## config.mk

```make
export PLATFORM = sky130hd
export DESIGN_NAME = rtcwd_ctrl
export DESIGN_NICKNAME = d
export VERILOG_FILES = /design/src/rtcwd_pkg.sv /design/src/rtcwd_sync.sv /design/src/rtcwd_ctrl.sv
export SDC_FILE = /design/constraint.sdc
export NUM_CORES = 1
export LEC_CHECK = 0
export BUFFER_PORTS_ARGS = -buffer_cell sky130_fd_sc_hd__buf_4
export CORE_ASPECT_RATIO = 0.7
export CORE_MARGIN = 5
export CORE_UTILIZATION = 44
export DETAILED_ROUTE_END_ITERATION = 16
export PLACE_DENSITY_LB_ADDON = 0.1
export REMOVE_ABC_BUFFERS = 1
export SYNTH_ARGS = -nofsm -noshare
export SYNTH_HDL_FRONTEND = slang
export SYNTH_HIERARCHICAL = 1
export SYNTH_SLANG_ARGS = --single-unit
export TNS_END_PERCENT = 20
```

## constraint.sdc

```tcl
create_clock -name CLK_SYS_I -period 2.2 [get_ports CLK_SYS_I]
set_input_delay 0.11 -clock CLK_SYS_I [delete_from_list [all_inputs] [get_ports CLK_SYS_I]]
set_output_delay 0.11 -clock CLK_SYS_I [all_outputs]
set_load 0.01 [all_outputs]
```

## src/rtcwd_pkg.sv

```systemverilog
// constants shared by the slow-clock control and watchdog block
package rtcwd_pkg;
	// ---------------------------------------------
	// command opcodes
	// ---------------------------------------------
	localparam logic [7:0] OP_RTC_WRITE  = 8'h43;
	localparam logic [7:0] OP_RTC_READ   = 8'hC3;
	localparam logic [7:0] OP_INT_READ   = 8'hFE;
	localparam logic [7:0] OP_CAL_WRITE  = 8'h40;
	localparam logic [7:0] OP_CAL_READ   = 8'hC0;
	// ---------------------------------------------
	// control register fields and reset values
	// ---------------------------------------------
	localparam int         BIT_WDOG_ENABLE = 0;
	localparam int         BIT_WDOG_FLAG   = 1;
	localparam int         BIT_AM_LO       = 2;
	localparam int         BIT_AM_HI       = 3;
	localparam int         BIT_OSC_STOP_N  = 4;
	localparam int         BIT_OUT_EN      = 5;
	localparam int         BIT_BYPASS      = 6;
	localparam int         BIT_ALARM_FLAG  = 14;
	localparam logic [15:0] RTC_REG_RESET  = 16'h0000;
	localparam logic [3:0]  CAL_PERIOD_RESET = 4'h0;
	localparam logic [1:0] AM_NONE   = 2'h0;
	localparam logic [1:0] AM_MINUTE = 2'h1;
	localparam logic [1:0] AM_HOUR   = 2'h2;
	localparam logic [1:0] AM_BOTH   = 2'h3;
	// ---------------------------------------------
	// timing
	// ---------------------------------------------
	localparam int         WDOG_TICKS_DEFAULT = 256;
	typedef enum logic [1:0] {CAL_IDLE, CAL_ALIGN, CAL_RUN} rtcwd_cal_type;
endpackage

```

## src/rtcwd_sync.sv

```systemverilog
// two-stage synchroniser for pin inputs
`timescale 1ns/100ps
module rtcwd_sync #(
	parameter int WIDTH = 1
) (
	input  wire logic             clk_i,
	input  wire logic             rst_i,
	input  wire logic [WIDTH-1:0] d_i,
	output logic      [WIDTH-1:0] q_o
);
	logic [WIDTH-1:0] meta;

	// first stage feeds only the second stage
	always_ff @(posedge clk_i or posedge rst_i) begin
		if (rst_i) begin
			meta <= '0;
			q_o  <= '0;
		end else begin
			meta <= d_i;
			q_o  <= meta;
		end
	end
endmodule

```

## src/rtcwd_ctrl.sv

```systemverilog
// slow clock select, calibration window, alarm and watchdog control
// Behaviour
// - calibration window is one plus field
// - bypass bit selects external slow clock
// - output enable drives slow clock out
// - stop bit high halts the oscillator
// - alarm active when any mode bit set
// - mode selects minutes, hours or both
// - match on increment sets alarm flag
// - interrupt held until status read
// - counter at zero sets watchdog flag
// - flag cleared only by writing zero
// - clearing flag releases watchdog output
// - enable runs timer, disable releases output
`timescale 1ns/100ps
module rtcwd_ctrl
	import rtcwd_pkg::*;
#(
	parameter int WDOG_TICKS = rtcwd_pkg::WDOG_TICKS_DEFAULT,
	parameter int CAL_CNT_W  = 16
) (
	input  wire logic                 CLK_SYS_I,
	input  wire logic                 SYS_RST_I,
	input  wire logic                 CMD_VALID_I,
	input  wire logic [7:0]           CMD_OPCODE_I,
	input  wire logic [15:0]          CMD_WDATA_I,
	output logic      [15:0]          RDATA_O,
	output logic                      RDATA_VALID_O,
	input  wire logic                 SLOW_XTAL_I,
	input  wire logic                 SLOW_CLK_IN_PIN_I,
	input  wire logic                 FAST_OSC_I,
	output logic                      SLOW_CLK_OUT_PIN_O,
	input  wire logic                 CAL_START_I,
	output logic                      CAL_DONE_O,
	output logic      [CAL_CNT_W-1:0] CAL_COUNT_O,
	input  wire logic                 MINUTE_INC_I,
	input  wire logic                 HOUR_INC_I,
	input  wire logic [7:0]           MINUTES_I,
	input  wire logic [7:0]           HOURS_I,
	input  wire logic [7:0]           ALARM_MINUTES_I,
	input  wire logic [7:0]           ALARM_HOURS_I,
	input  wire logic                 INT_ENABLE_I,
	output logic                      INT_N_O,
	output logic                      WDOG_OUT_N_O,
	output logic                      WDOG_OUT_N_OE_O
);
	import rtcwd_pkg::*;

	// ---------------------------------------------
	// register state
	// ---------------------------------------------
	logic       wdog_enable;
	logic       wdog_flag;
	logic [1:0] alarm_mode;
	logic       osc_stop_n;
	logic       slow_clk_out_en;
	logic       slow_clk_bypass;
	logic [3:0] cal_period;
	logic       alarm_flag;
	logic [2:0] pins_sync;
	logic       slow_sel;
	logic       slow_prev;
	logic       fast_prev;
	logic       slow_tick;
	logic       fast_tick;
	logic       wr_rtc;
	logic       rd_int;
	logic       alarm_hit;
	logic       wdog_expire;

	function automatic logic is_cmd(input logic v, input logic [7:0] op, input logic [7:0] want);
		is_cmd = v && (op == want);
	endfunction

	rtcwd_sync #(.WIDTH(3)) u_sync (
		.clk_i (CLK_SYS_I),
		.rst_i (SYS_RST_I),
		.d_i   ({FAST_OSC_I, SLOW_CLK_IN_PIN_I, SLOW_XTAL_I}),
		.q_o   (pins_sync)
	);

	assign wr_rtc = is_cmd(CMD_VALID_I, CMD_OPCODE_I, OP_RTC_WRITE);
	assign rd_int = is_cmd(CMD_VALID_I, CMD_OPCODE_I, OP_INT_READ);

	// ---------------------------------------------
	// register writes
	// ---------------------------------------------
	// reserved ignored
	always_ff @(posedge CLK_SYS_I or posedge SYS_RST_I) begin
		if (SYS_RST_I) begin
			wdog_enable     <= RTC_REG_RESET[BIT_WDOG_ENABLE];
			alarm_mode      <= RTC_REG_RESET[BIT_AM_HI:BIT_AM_LO];
			osc_stop_n      <= RTC_REG_RESET[BIT_OSC_STOP_N];
			slow_clk_out_en <= RTC_REG_RESET[BIT_OUT_EN];
			slow_clk_bypass <= RTC_REG_RESET[BIT_BYPASS];
		end else if (wr_rtc) begin
			wdog_enable     <= CMD_WDATA_I[BIT_WDOG_ENABLE];
			alarm_mode      <= CMD_WDATA_I[BIT_AM_HI:BIT_AM_LO];
			osc_stop_n      <= CMD_WDATA_I[BIT_OSC_STOP_N];
			slow_clk_out_en <= CMD_WDATA_I[BIT_OUT_EN];
			slow_clk_bypass <= CMD_WDATA_I[BIT_BYPASS];
		end
	end

	always_ff @(posedge CLK_SYS_I or posedge SYS_RST_I) begin
		if (SYS_RST_I) begin
			cal_period <= CAL_PERIOD_RESET;
		end else if (is_cmd(CMD_VALID_I, CMD_OPCODE_I, OP_CAL_WRITE)) begin
			cal_period <= CMD_WDATA_I[3:0];
		end
	end

	// ---------------------------------------------
	// register reads
	// ---------------------------------------------
	always_ff @(posedge CLK_SYS_I or posedge SYS_RST_I) begin
		if (SYS_RST_I) begin
			RDATA_O       <= 16'h0000;
			RDATA_VALID_O <= 1'b0;
		end else begin
			RDATA_VALID_O <= 1'b0;
			RDATA_O       <= 16'h0000;
			if (is_cmd(CMD_VALID_I, CMD_OPCODE_I, OP_RTC_READ)) begin
				RDATA_VALID_O <= 1'b1;
				RDATA_O       <= {9'h000, slow_clk_bypass, slow_clk_out_en, osc_stop_n,
					alarm_mode, wdog_flag, wdog_enable};
			end else if (rd_int) begin
				RDATA_VALID_O                <= 1'b1;
				RDATA_O[BIT_ALARM_FLAG]      <= alarm_flag;
			end else if (is_cmd(CMD_VALID_I, CMD_OPCODE_I, OP_CAL_READ)) begin
				RDATA_VALID_O <= 1'b1;
				RDATA_O       <= {12'h000, cal_period};
			end
		end
	end

	// ---------------------------------------------
	// slow clock source and output
	// ---------------------------------------------
	// bypass select
	assign slow_sel = slow_clk_bypass ? pins_sync[1] : pins_sync[0];

	always_ff @(posedge CLK_SYS_I or posedge SYS_RST_I) begin
		if (SYS_RST_I) begin
			slow_prev <= 1'b0;
			fast_prev <= 1'b0;
		end else begin
			slow_prev <= slow_sel;
			fast_prev <= pins_sync[2];
		end
	end

	assign slow_tick = slow_sel && !slow_prev && !osc_stop_n;
	assign fast_tick = pins_sync[2] && !fast_prev;

	always_ff @(posedge CLK_SYS_I or posedge SYS_RST_I) begin
		if (SYS_RST_I) begin
			SLOW_CLK_OUT_PIN_O <= 1'b0;
		end else begin
			SLOW_CLK_OUT_PIN_O <= slow_clk_out_en && !osc_stop_n && slow_sel;
		end
	end

	// ---------------------------------------------
	// calibration window
	// ---------------------------------------------
	rtcwd_cal_type cal_state;
	logic [4:0]    cal_left;

	always_ff @(posedge CLK_SYS_I or posedge SYS_RST_I) begin
		if (SYS_RST_I) begin
			cal_state   <= CAL_IDLE;
			cal_left    <= 5'h00;
			CAL_COUNT_O <= '0;
			CAL_DONE_O  <= 1'b0;
		end else begin
			CAL_DONE_O <= 1'b0;
			case (cal_state)
				CAL_IDLE: begin
					if (CAL_START_I) begin
						cal_left  <= {1'b0, cal_period} + 5'h01;
						cal_state <= CAL_ALIGN;
					end
				end
				CAL_ALIGN: begin
					if (slow_tick) begin
						CAL_COUNT_O <= '0;
						cal_state   <= CAL_RUN;
					end
				end
				CAL_RUN: begin
					if (fast_tick) begin
						CAL_COUNT_O <= CAL_COUNT_O + 1'b1;
					end
					if (slow_tick) begin
						cal_left <= cal_left - 5'h01;
						if (cal_left == 5'h01) begin
							CAL_DONE_O <= 1'b1;
							cal_state  <= CAL_IDLE;
						end
					end
				end
				default: cal_state <= CAL_IDLE;
			endcase
		end
	end

	// ---------------------------------------------
	// alarm
	// ---------------------------------------------
	// mode decode
	always_comb begin
		case (alarm_mode)
			AM_MINUTE: alarm_hit = MINUTE_INC_I && (MINUTES_I == ALARM_MINUTES_I);
			AM_HOUR:   alarm_hit = HOUR_INC_I && (HOURS_I == ALARM_HOURS_I);
			AM_BOTH:   alarm_hit = (MINUTE_INC_I || HOUR_INC_I)
				&& (MINUTES_I == ALARM_MINUTES_I) && (HOURS_I == ALARM_HOURS_I);
			default:   alarm_hit = 1'b0;
		endcase
	end

	// sticky flag, set beats read clear
	always_ff @(posedge CLK_SYS_I or posedge SYS_RST_I) begin
		if (SYS_RST_I) begin
			alarm_flag <= 1'b0;
		end else if (alarm_hit) begin
			alarm_flag <= 1'b1;
		end else if (rd_int) begin
			alarm_flag <= 1'b0;
		end
	end

	always_ff @(posedge CLK_SYS_I or posedge SYS_RST_I) begin
		if (SYS_RST_I) begin
			INT_N_O <= 1'b1;
		end else begin
			INT_N_O <= !((alarm_hit || (alarm_flag && !rd_int)) && INT_ENABLE_I);
		end
	end

	// ---------------------------------------------
	// watchdog
	// ---------------------------------------------
	logic [$clog2(WDOG_TICKS+1)-1:0] wdog_cnt;
	localparam logic [$clog2(WDOG_TICKS+1)-1:0] WDOG_LOAD = WDOG_TICKS[$clog2(WDOG_TICKS+1)-1:0];

	// counts only when enabled; any control write reloads it
	always_ff @(posedge CLK_SYS_I or posedge SYS_RST_I) begin
		if (SYS_RST_I) begin
			wdog_cnt <= WDOG_LOAD;
		end else if (wr_rtc || !wdog_enable || wdog_expire) begin
			wdog_cnt <= WDOG_LOAD;
		end else if (slow_tick) begin
			wdog_cnt <= wdog_cnt - 1'b1;
		end
	end

	assign wdog_expire = wdog_enable && slow_tick && (wdog_cnt == 1);

	// flag set wins over write of zero
	always_ff @(posedge CLK_SYS_I or posedge SYS_RST_I) begin
		if (SYS_RST_I) begin
			wdog_flag <= RTC_REG_RESET[BIT_WDOG_FLAG];
		end else if (wdog_expire) begin
			wdog_flag <= 1'b1;
		end else if (wr_rtc && !CMD_WDATA_I[BIT_WDOG_FLAG]) begin
			wdog_flag <= 1'b0;
		end
	end

	// drive low until cleared or disabled
	always_ff @(posedge CLK_SYS_I or posedge SYS_RST_I) begin
		if (SYS_RST_I) begin
			WDOG_OUT_N_OE_O <= 1'b0;
			WDOG_OUT_N_O    <= 1'b0;
		end else begin
			WDOG_OUT_N_O <= 1'b0;
			if (wdog_expire) begin
				WDOG_OUT_N_OE_O <= 1'b1;
			end else if ((wr_rtc && !CMD_WDATA_I[BIT_WDOG_FLAG]) || !wdog_enable) begin
				WDOG_OUT_N_OE_O <= 1'b0;
			end
		end
	end
endmodule

```

* Yosys cells after proc, flatten, opt, wreduce, memory -nomap -nowiden
Index checks and enable logic that the tools add are counted.
Widths: inputs -> output; s select.
** Operators by class
- Add/sub/neg operators :: 4
- Equality and inequality tests :: 19
- Mux-type cells :: 32
- Reductions and logical operators :: 41
** Operator list (number)
- $mux 16 :: 3
- $pmux 16 s2 :: 1
- $eq 8x8->1 const B :: 3
- $logic_and 1x1->1 :: 19
- $mux 9 :: 2
- $add 16x1->16 const B :: 1
- $eq 8x7->1 const B :: 2
- $eq 8x8->1 :: 2
- $mux 1 :: 15
- $mux 14 :: 1
- $reduce_bool 2->1 :: 6
- $mux 5 :: 2
- $ne 2x2->1 const B :: 5
- $pmux 5 s2 :: 1
- $eq 9x1->1 const B :: 1
- $sub 9x1->9 const B :: 1
- $mux 2 :: 4
- $logic_not 1->1 :: 7
- $eq 2x2->1 const B :: 3
- $pmux 2 s3 :: 1
- $reduce_and 3->1 :: 2
- $add 4x1->5 const B :: 1
- $eq 5x1->1 const B :: 1
- $logic_or 1x1->1 :: 5
- 6 further kinds :: 7
** Word-level totals
- Flip-flop bits (word level) :: 73
- Bits of input ports :: 66
- Output and inout bits :: 38
- Logic and storage cells :: 118

* Logic depth before layout (Yosys ltp)
Gate-level depths: netlist of run 1.
- Depth in word-level cells :: 7
- Depth in mapped cells :: 6
- Depth with buffers taken out :: 5

* By module
The synthesis of run 1 kept the hierarchy.
** Modules (own cells, without submodules)
- rtcwd_ctrl :: times used 1, cells an instance 316, area an instance 3291.9 µm², sequential area each 1478.9 µm²
- rtcwd_sync :: times used 1, cells an instance 7, area an instance 153.9 µm², sequential area each 150.1 µm²

* Least setup slack after synthesis of run 1
No wires, ideal clock.
- Path kind :: flip-flop to flip-flop
- From :: register cal_state[0]
- To :: register CAL_COUNT_O[9]
- Library setup time :: 0.077 ns
- Arrival :: 1.586 ns
- Data required time :: 2.123 ns
- Path slack :: 0.537 ns
- Stages on the path, launching flop included :: 7
- Buffers on the path :: 2
- Period minus slack after synthesis :: 1.663 ns
- Cells stage by stage :: dfrtp_1 > and4bb_1 > buf_4 > a41oi_2 > buf_6 > or4_1 > a21oi_1
** On the way
- Word-level cells in the longest chain between the ends :: 3
- Elaborated cells on any way between the ends :: 7
- Classes of those cells :: 4 x eq/ne; 1 x mux; 2 x reduce/logical
** RTL lines
- start, declared :: RTL line rtcwd_ctrl.sv:167 : rtcwd_cal_type cal_state;
- start signal, assigned :: RTL line rtcwd_ctrl.sv:172 : cal_state <= CAL_IDLE;
- start signal, assigned :: RTL line rtcwd_ctrl.sv:182 : cal_state <= CAL_ALIGN;
- start signal, assigned :: RTL line rtcwd_ctrl.sv:188 : cal_state <= CAL_RUN;
- $eq 2x2->1 / $eq 2x1->1 (equally long branches) :: RTL line rtcwd_ctrl.sv:178 : case (cal_state)
- $ne 2x2->1 (no line) / $reduce_bool 2->1 (equally long branches)
- $reduce_and 3->1 (no line)
- end signal, assigned :: RTL line rtcwd_ctrl.sv:193 : CAL_COUNT_O <= CAL_COUNT_O + 1'b1;
- end, declared :: RTL line rtcwd_ctrl.sv:35 : output logic [CAL_CNT_W-1:0] CAL_COUNT_O,
Several ways; a longest one is shown, not always the timed one.
A chain may end at the register's enable or synchronous reset.

* Worst setup path after layout of run 1
- From :: register wdog_cnt[3]
- To :: register wdog_cnt[6]
** On the way
- Word-level cells in the longest chain between the ends :: 4
- Elaborated cells on any way between the ends :: 7
- Classes of those cells :: 1 x add/sub; 1 x eq/ne; 2 x mux; 3 x reduce/logical
** RTL lines
- start, declared :: RTL line rtcwd_ctrl.sv:244 : logic [$clog2(WDOG_TICKS+1)-1:0] wdog_cnt;
- start signal, assigned :: RTL line rtcwd_ctrl.sv:254 : wdog_cnt <= wdog_cnt - 1'b1;
- branches (longest 4 deep; another with $sub 9x1->9)
Parallel ways; which one is timed is not known. The select of a mux whose other input is x is not followed.

==> results of run 1 <==
==> power breakdown <==
part,switching (mW),total (mW),internal [mW]
sequential,0.0606,1.33,1.27
clock,0.508,1.04,0.532
combinational,0.204,0.440,0.236
==> state kept, by name (all words and copies together), names as in the netlist, 2 cells and up <==
| signal | cells |
|---|---|
| RDATA_O | 8 |
| wdog_cnt | 9 |
| cal_state | 2 |
| CAL_COUNT_O | 16 |
| cal_left | 5 |
| u_sync/q_o | 3 |
| cal_period | 4 |
| alarm_mode | 2 |
| u_sync/meta | 3 |
==> final cells by class <==
cell class	count	area share [%]
multi-input combinational	228	36.7
timing repair buffer	106	18.2
sequential	65	36.2
clock inverter	7	1.78
inverter	18	1.50
tap	101	2.81
clock buffer	9	2.75
==> logic make-up after synthesis <==
| family | after synthesis |
|---|---|
| and+or+nand+nor | 100 |
| AOI/OAI and AO/OA | 72 |
| DFF | 65 |
| xor gates and xnor gates | 24 |
| other | 1 |
| buffers and inverters | 38 |
| muxes | 17 |
| adders and majority gates | 6 |
==> layout by cell type (no fill, tap or decap), types with 8 or more instances in the layout <==
master	count
conb_1	9
or4_1	9
nand4_1	8
nand3_1	11
o31ai_1	10
dlygate4sd3_1	10
o21ai_0	8
nand2_1	15
nor2_1	13
mux2_2	10
xnor2_1	13
clkbuf_8	9
buf_4	96
a21oi_1	14
inv_1	17
dfrtp_1	63
o211ai_1	10
xor2_1	11
==> what timing repair did <==
action,4_1_cts,5_1_grt
hold endpoints to repair,31,0
hold buffers,10,0
setup endpoints to repair,0,0
==> per-stage QoR <==
stage          utilization (%)  setup WS [ns]  cells  hold WS [ns]
2_1_floorplan                -          0.414    311       -0.0990
3_3_place_gp              54.2          0.376    508        0.0462
3_5_place_dp              54.2          0.327    508        0.0493
4_1_cts                   58.2          0.303    534       0.00272
5_1_grt                   58.2          0.143    534       0.00454
6_report                  58.2          0.325    534        0.0151
==> worst reg2reg max path: cells and delay by family (launching register included) <==
kind / cells / cell delay [ns]
and+or+nand+nor: 2 / 0.88
DFF: 1 / 0.42
AOI/OAI and AO/OA: 1 / 0.35
muxes: 1 / 0.11
==> routing by layer <==
layer	track usage [%]	vias to the layer above	wire (um)
li1	-	1397	-
met1	27.5	1377	4230
met2	24.7	89	3530
met3	5.87	7	559
met4	4.32	0	84
met5	0	-	0
==> worst paths after layout <==
check                                              start                   endpoint  slack [ns]  cells after the start
worst max-delay path             wdog_cnt[3]$_DFFE_PP0P_    wdog_cnt[6]$_DFFE_PP0P_        0.33                      4
worst min-delay path                      CMD_WDATA_I[1]  cal_period[1]$_DFFE_PP0P_        0.02                      2
worst max register to register   wdog_cnt[3]$_DFFE_PP0P_    wdog_cnt[6]$_DFFE_PP0P_        0.33                      4
worst min register to register  u_sync/meta[0]$_DFF_PP0_    u_sync/q_o[0]$_DFF_PP0_        0.36                      0
max in group asynchronous                      SYS_RST_I    cal_left[4]$_DFFE_PP0P_        1.20                      4
min in group asynchronous                      SYS_RST_I   u_sync/meta[1]$_DFF_PP0_        0.24                      3
==> metrics.cfg, run 1 <==
[cells_and_area]
design_area_um2=4500
regArea_um2=1630
n_antenna_cell=0
area_growth_pct=30.6
fillCellCount=690
multi_input_area_um2=1650
layout.nets=500
drive_above_1_share_pct=31.4

[timing]
fin_crit_sh_pct=85.2
rsz0062_at_grt=no
finalSetupTns_ns=0
finalCriticalPeriod_ns=1.87
max_slew_margin_pct=57.6
finalHoldViolCount=0
skew_ns=0.00514
fmax_mhz=533
slew_viol_final=0
worst_pin_slew_ns=0.632
final-setup-viol-count=0

[run_status]
outcome=completed

[yosys]
synth_cells=323
ys_async_sr_fraction_pct=100
synth.most_common_cell=dfrtp_1
synth_area_leaders=dfrtp_1 (46%), xnor2_1 (3.3%), mux2_2 (3.3%), xor2_1 (2.8%), buf_4 (2.2%)
ys_ff_latch=65
synth-simple-area-share_pct=17.4
synth-seq-area-share_pct=47.3
synth_edf_count=0
synthMuxAreaShare_pct=5.30
synth-compound-area-share_pct=16.0
yosys.area.top_type=dfrtp_1
synthFlopType=dfrtp_1
yosys_warnings=6
synth_area_um2=3450
synth_top_area_share_pct=45.8
synth_fa_ha_area_share_pct=2.18
syn_avg_cell_area_um2=10.7
synth_cell_type_count=58
synth_top_family_by_area=simple AND/OR/NAND/NOR gates
synth_commonest_cells=dfrtp_1 (63), inv_1 (18), nand2_1 (15)
synth-xor-area-share_pct=6.10

[pwr]
p_per_area_nw_per_um2=625
ir_drop_uv=353
finalPower_mw=2.81
p_leak_nw=2.10

[global_routing]
grt_max_degree=25
first_global_vias=2852
antenna_found_initial=0
grt.overflow.total=0
grt_first_pass_wirelength_um=14000
grt_use_total_pct=18.1

[floorplanning]
core-area_um2=7740
die_w_um=116
rows=27
die-height_um=84.0
io_pins=104
start_util_pct=44.5
dieArea_um2=9730

[cts]
cts_sinks=65
cts_tree=done
ctsResizeCount=0
post_cts_buffers=0
cts.path.max_buffers=2
htree_levels=3
clk_pin_slew_ns=0.08
clk_latency_ns=0.34
cts-root-buf=clkbuf_8
cts_buffers=9

[detailed_routing]
vias_per_cell=5.37
vias=2870
wl_um=8400
detail-route-antenna-nets=0
dr.pass1.iters=4
wire_per_inst_um=15.7
drt-initial-drc-count=128
post-route-drc-count=0

[worst_setup_path]
slowest_delay_ns=0.48
cp_slowest_cell=nand4b_1
start_kind=register
arrival_ns=2.10
path_cells=nor3_1 -> nand4b_1 -> o211ai_1 -> mux2i_1
crit_family=simple AND/OR/NAND/NOR gates
cp.buffers_inverters=0
crit_fanout=10
required_ns=2.42
path_class=register to register
end_kind=register

[job]
cap_violations=0

[place]
portBuffers=85
placed_area_um2=4200
gp_congestion=0.839
hpwl_um=6360

[worst_hold_path]
hp-class=input port to register

Power figures use the tool's default switching activity.
==> inputs of run 2 (changes only) <==
--- a/config.mk
+++ b/config.mk
@@ -10,7 +10,7 @@
 export CORE_MARGIN = 5
 export CORE_UTILIZATION = 44
 export DETAILED_ROUTE_END_ITERATION = 16
-export PLACE_DENSITY_LB_ADDON = 0.1
+export PLACE_DENSITY = 0.79
 export REMOVE_ABC_BUFFERS = 1
 export SYNTH_ARGS = -nofsm -noshare
 export SYNTH_HDL_FRONTEND = slang
==> run 2 against run 1 <==
  * Non-clock buffer count increased by 1
  * Cell area decreased by 0.47%
  * Register-to-register slack about the same
  * Power decreased by 5.3%
  * Via count increased by 0.77%
  * Sequential share of layout area increased by 0.17 points
  * Critical endpoint is now CAL_COUNT_O[13]$_DFFE_PP0P_
==> metrics.cfg, run 2 (synthesized netlist as in run 1, its figures left out) <==
[floorplanning]
rows=27  ; unchanged
die-height_um=84.0  ; unchanged
core-area_um2=7740  ; unchanged
die_w_um=116  ; unchanged
start_util_pct=44.5  ; unchanged
dieArea_um2=9730  ; unchanged
io_pins=104  ; unchanged

[timing]
finalHoldViolCount=0  ; unchanged
fin_crit_sh_pct=85.0  ; -0.26 points
slew_viol_final=0  ; unchanged
rsz0062_at_grt=no
max_slew_margin_pct=60.2  ; +2.5 points
fmax_mhz=535  ; +0.31%
finalSetupTns_ns=0  ; unchanged
final-setup-viol-count=0  ; unchanged
worst_pin_slew_ns=0.594  ; -0.0379 ns
skew_ns=0.00997  ; +0.00483 ns
finalCriticalPeriod_ns=1.87  ; -0.00577 ns

[place]
portBuffers=85  ; unchanged
placed_area_um2=4200  ; unchanged
hpwl_um=5970  ; -6.2%
gp_congestion=0.891  ; +6.2%

[worst_setup_path]
crit_end=CAL_COUNT_O[13]$_DFFE_PP0P_
start_kind=register
crit_fanout=11  ; +1
arrival_ns=2.14  ; +0.04 ns
end_kind=register
regToRegStartpoint=cal_state[0]$_DFFE_PP0P_
required_ns=2.47  ; +0.05 ns
ff2ff_path_depth=4  ; unchanged
r2r_slack_ns=0.33  ; about the same
cp-startpoint=cal_state[0]$_DFFE_PP0P_
r2r-end=CAL_COUNT_O[13]$_DFFE_PP0P_
path_class=register to register

[global_routing]
grt_max_degree=29  ; +16%
grt_use_total_pct=17.2  ; -0.93 points
grt_first_pass_wirelength_um=13400  ; -4.8%
first_global_vias=2819  ; -1.2%
antenna_found_initial=0  ; unchanged
grt.overflow.total=0  ; unchanged

[cells_and_area]
fillCellCount=632  ; -8.4%
largest_reg_flops=16  ; unchanged
top_register=CAL_COUNT_O
regArea_um2=1630  ; unchanged
area_growth_pct=30.0
layout.nets=501  ; +0.20%
final_common_cell=buf_4
design_area_um2=4480  ; -0.47%
n_antenna_cell=0  ; unchanged
multi_input_area_um2=1650  ; unchanged
utilization_pct=57.9  ; -0.27 points
largestRegisters=CAL_COUNT_O (16), wdog_cnt (9), RDATA_O (8)
drive_above_1_share_pct=31.1  ; -0.30 points
layout_common_cells=buf_4 (96), dfrtp_1 (63), inv_1 (17)

[cts]
cts_sinks=65  ; unchanged
post_cts_buffers=0  ; unchanged
cts_tree=done
cts.path.max_buffers=2  ; unchanged
clk_latency_ns=0.35  ; about the same
htree_levels=3  ; unchanged
cts-root-buf=clkbuf_8
clk_pin_slew_ns=0.07  ; about the same
cts_buffers=9  ; unchanged

[detailed_routing]
vias=2892  ; +0.77%
post-route-drc-count=0  ; unchanged
wire_per_inst_um=14.8  ; -5.9%
drt-met1-wl_um=3430  ; -19%
met2WireLength_um=3750  ; +6.2%
dr.pass1.iters=4  ; unchanged
wl_um=7930  ; -5.7%
wl_met3_um=612  ; +9.5%
top_layer=met4
vias_per_cell=5.41  ; +0.58%
drt-initial-drc-count=121  ; -5.5%
detail-route-antenna-nets=0  ; unchanged

[pwr]
ir_drop_uv=356  ; +0.84%
p_leak_nw=2.09  ; -0.62%
p_per_area_nw_per_um2=594  ; -4.9%

[run_status]
outcome=completed

[job]
cap_violations=0  ; unchanged

[worst_hold_path]
hp-start=CMD_WDATA_I[1]
hp-class=input port to register

## run 2: changes by cell type in the layout (fill, tap and decap cells not counted)
cell           before  now
clkinv_4            3    1
bufinv_16           1    0
clkbuf_1            0    1
clkinv_2            0    1
clkinvlp_4          2    3
dlygate4sd3_1      10   11
## run 2: worst max-delay path: stages, from the launching register on
cell      delay, ns
dfrtp_1        0.39
and4bb_1       0.48
a41oi_2        0.17
or4_1          0.59
a21oi_1        0.16
## run 2: per-stage QoR
step | power [mW] | setup slack (ns) | cells | hold WS, ns
3_5_place_dp | 1.77 | 0.356 | 508 | 0.0581
4_1_cts | 2.68 | 0.338 | 534 | 0.00386
2_1_floorplan | 1.60 | 0.414 | 311 | -0.0990
3_3_place_gp | 1.76 | 0.412 | 508 | 0.0463
6_report | 2.66 | 0.331 | 535 | 0.0345
5_1_grt | 2.82 | 0.175 | 535 | 0.0154
## run 2: worst min path at each step
stage                                endpoint  cells after the start
floorplan            u_sync/meta[0]$_DFF_PP0_                      1
global placement     u_sync/meta[0]$_DFF_PP0_                      2
detailed placement   u_sync/meta[1]$_DFF_PP0_                      2
CTS                 cal_period[2]$_DFFE_PP0P_                      2
global route        cal_period[1]$_DFFE_PP0P_                      2
finish              cal_period[1]$_DFFE_PP0P_                      2
## run 2: area by class of cell
class / count / share of cell area (%)
inverter: 18 / 1.51
multi-input combinational: 228 / 36.9
sequential: 65 / 36.4
clock buffer: 10 / 2.85
tap: 101 / 2.82
timing repair buffer: 107 / 18.5
clock inverter: 6 / 1.01
## run 2: what timing repair did
action,4_1_cts,5_1_grt
hold endpoints to repair,40,1
gates resized for setup,0,0
hold buffers,10,1
## run 2: power by group
part	leakage, nW	switching, mW	internal [mW]
sequential	0.850	0.0594	1.27
clock	0.0789	0.484	0.412
combinational	1.16	0.198	0.238
## run 2: layer usage
layer,vias to the layer above,global-route usage (%)
met2,99,26.2
met5,-,0
met3,13,6.59
met4,0,4.64
li1,1396,-
met1,1384,22.8
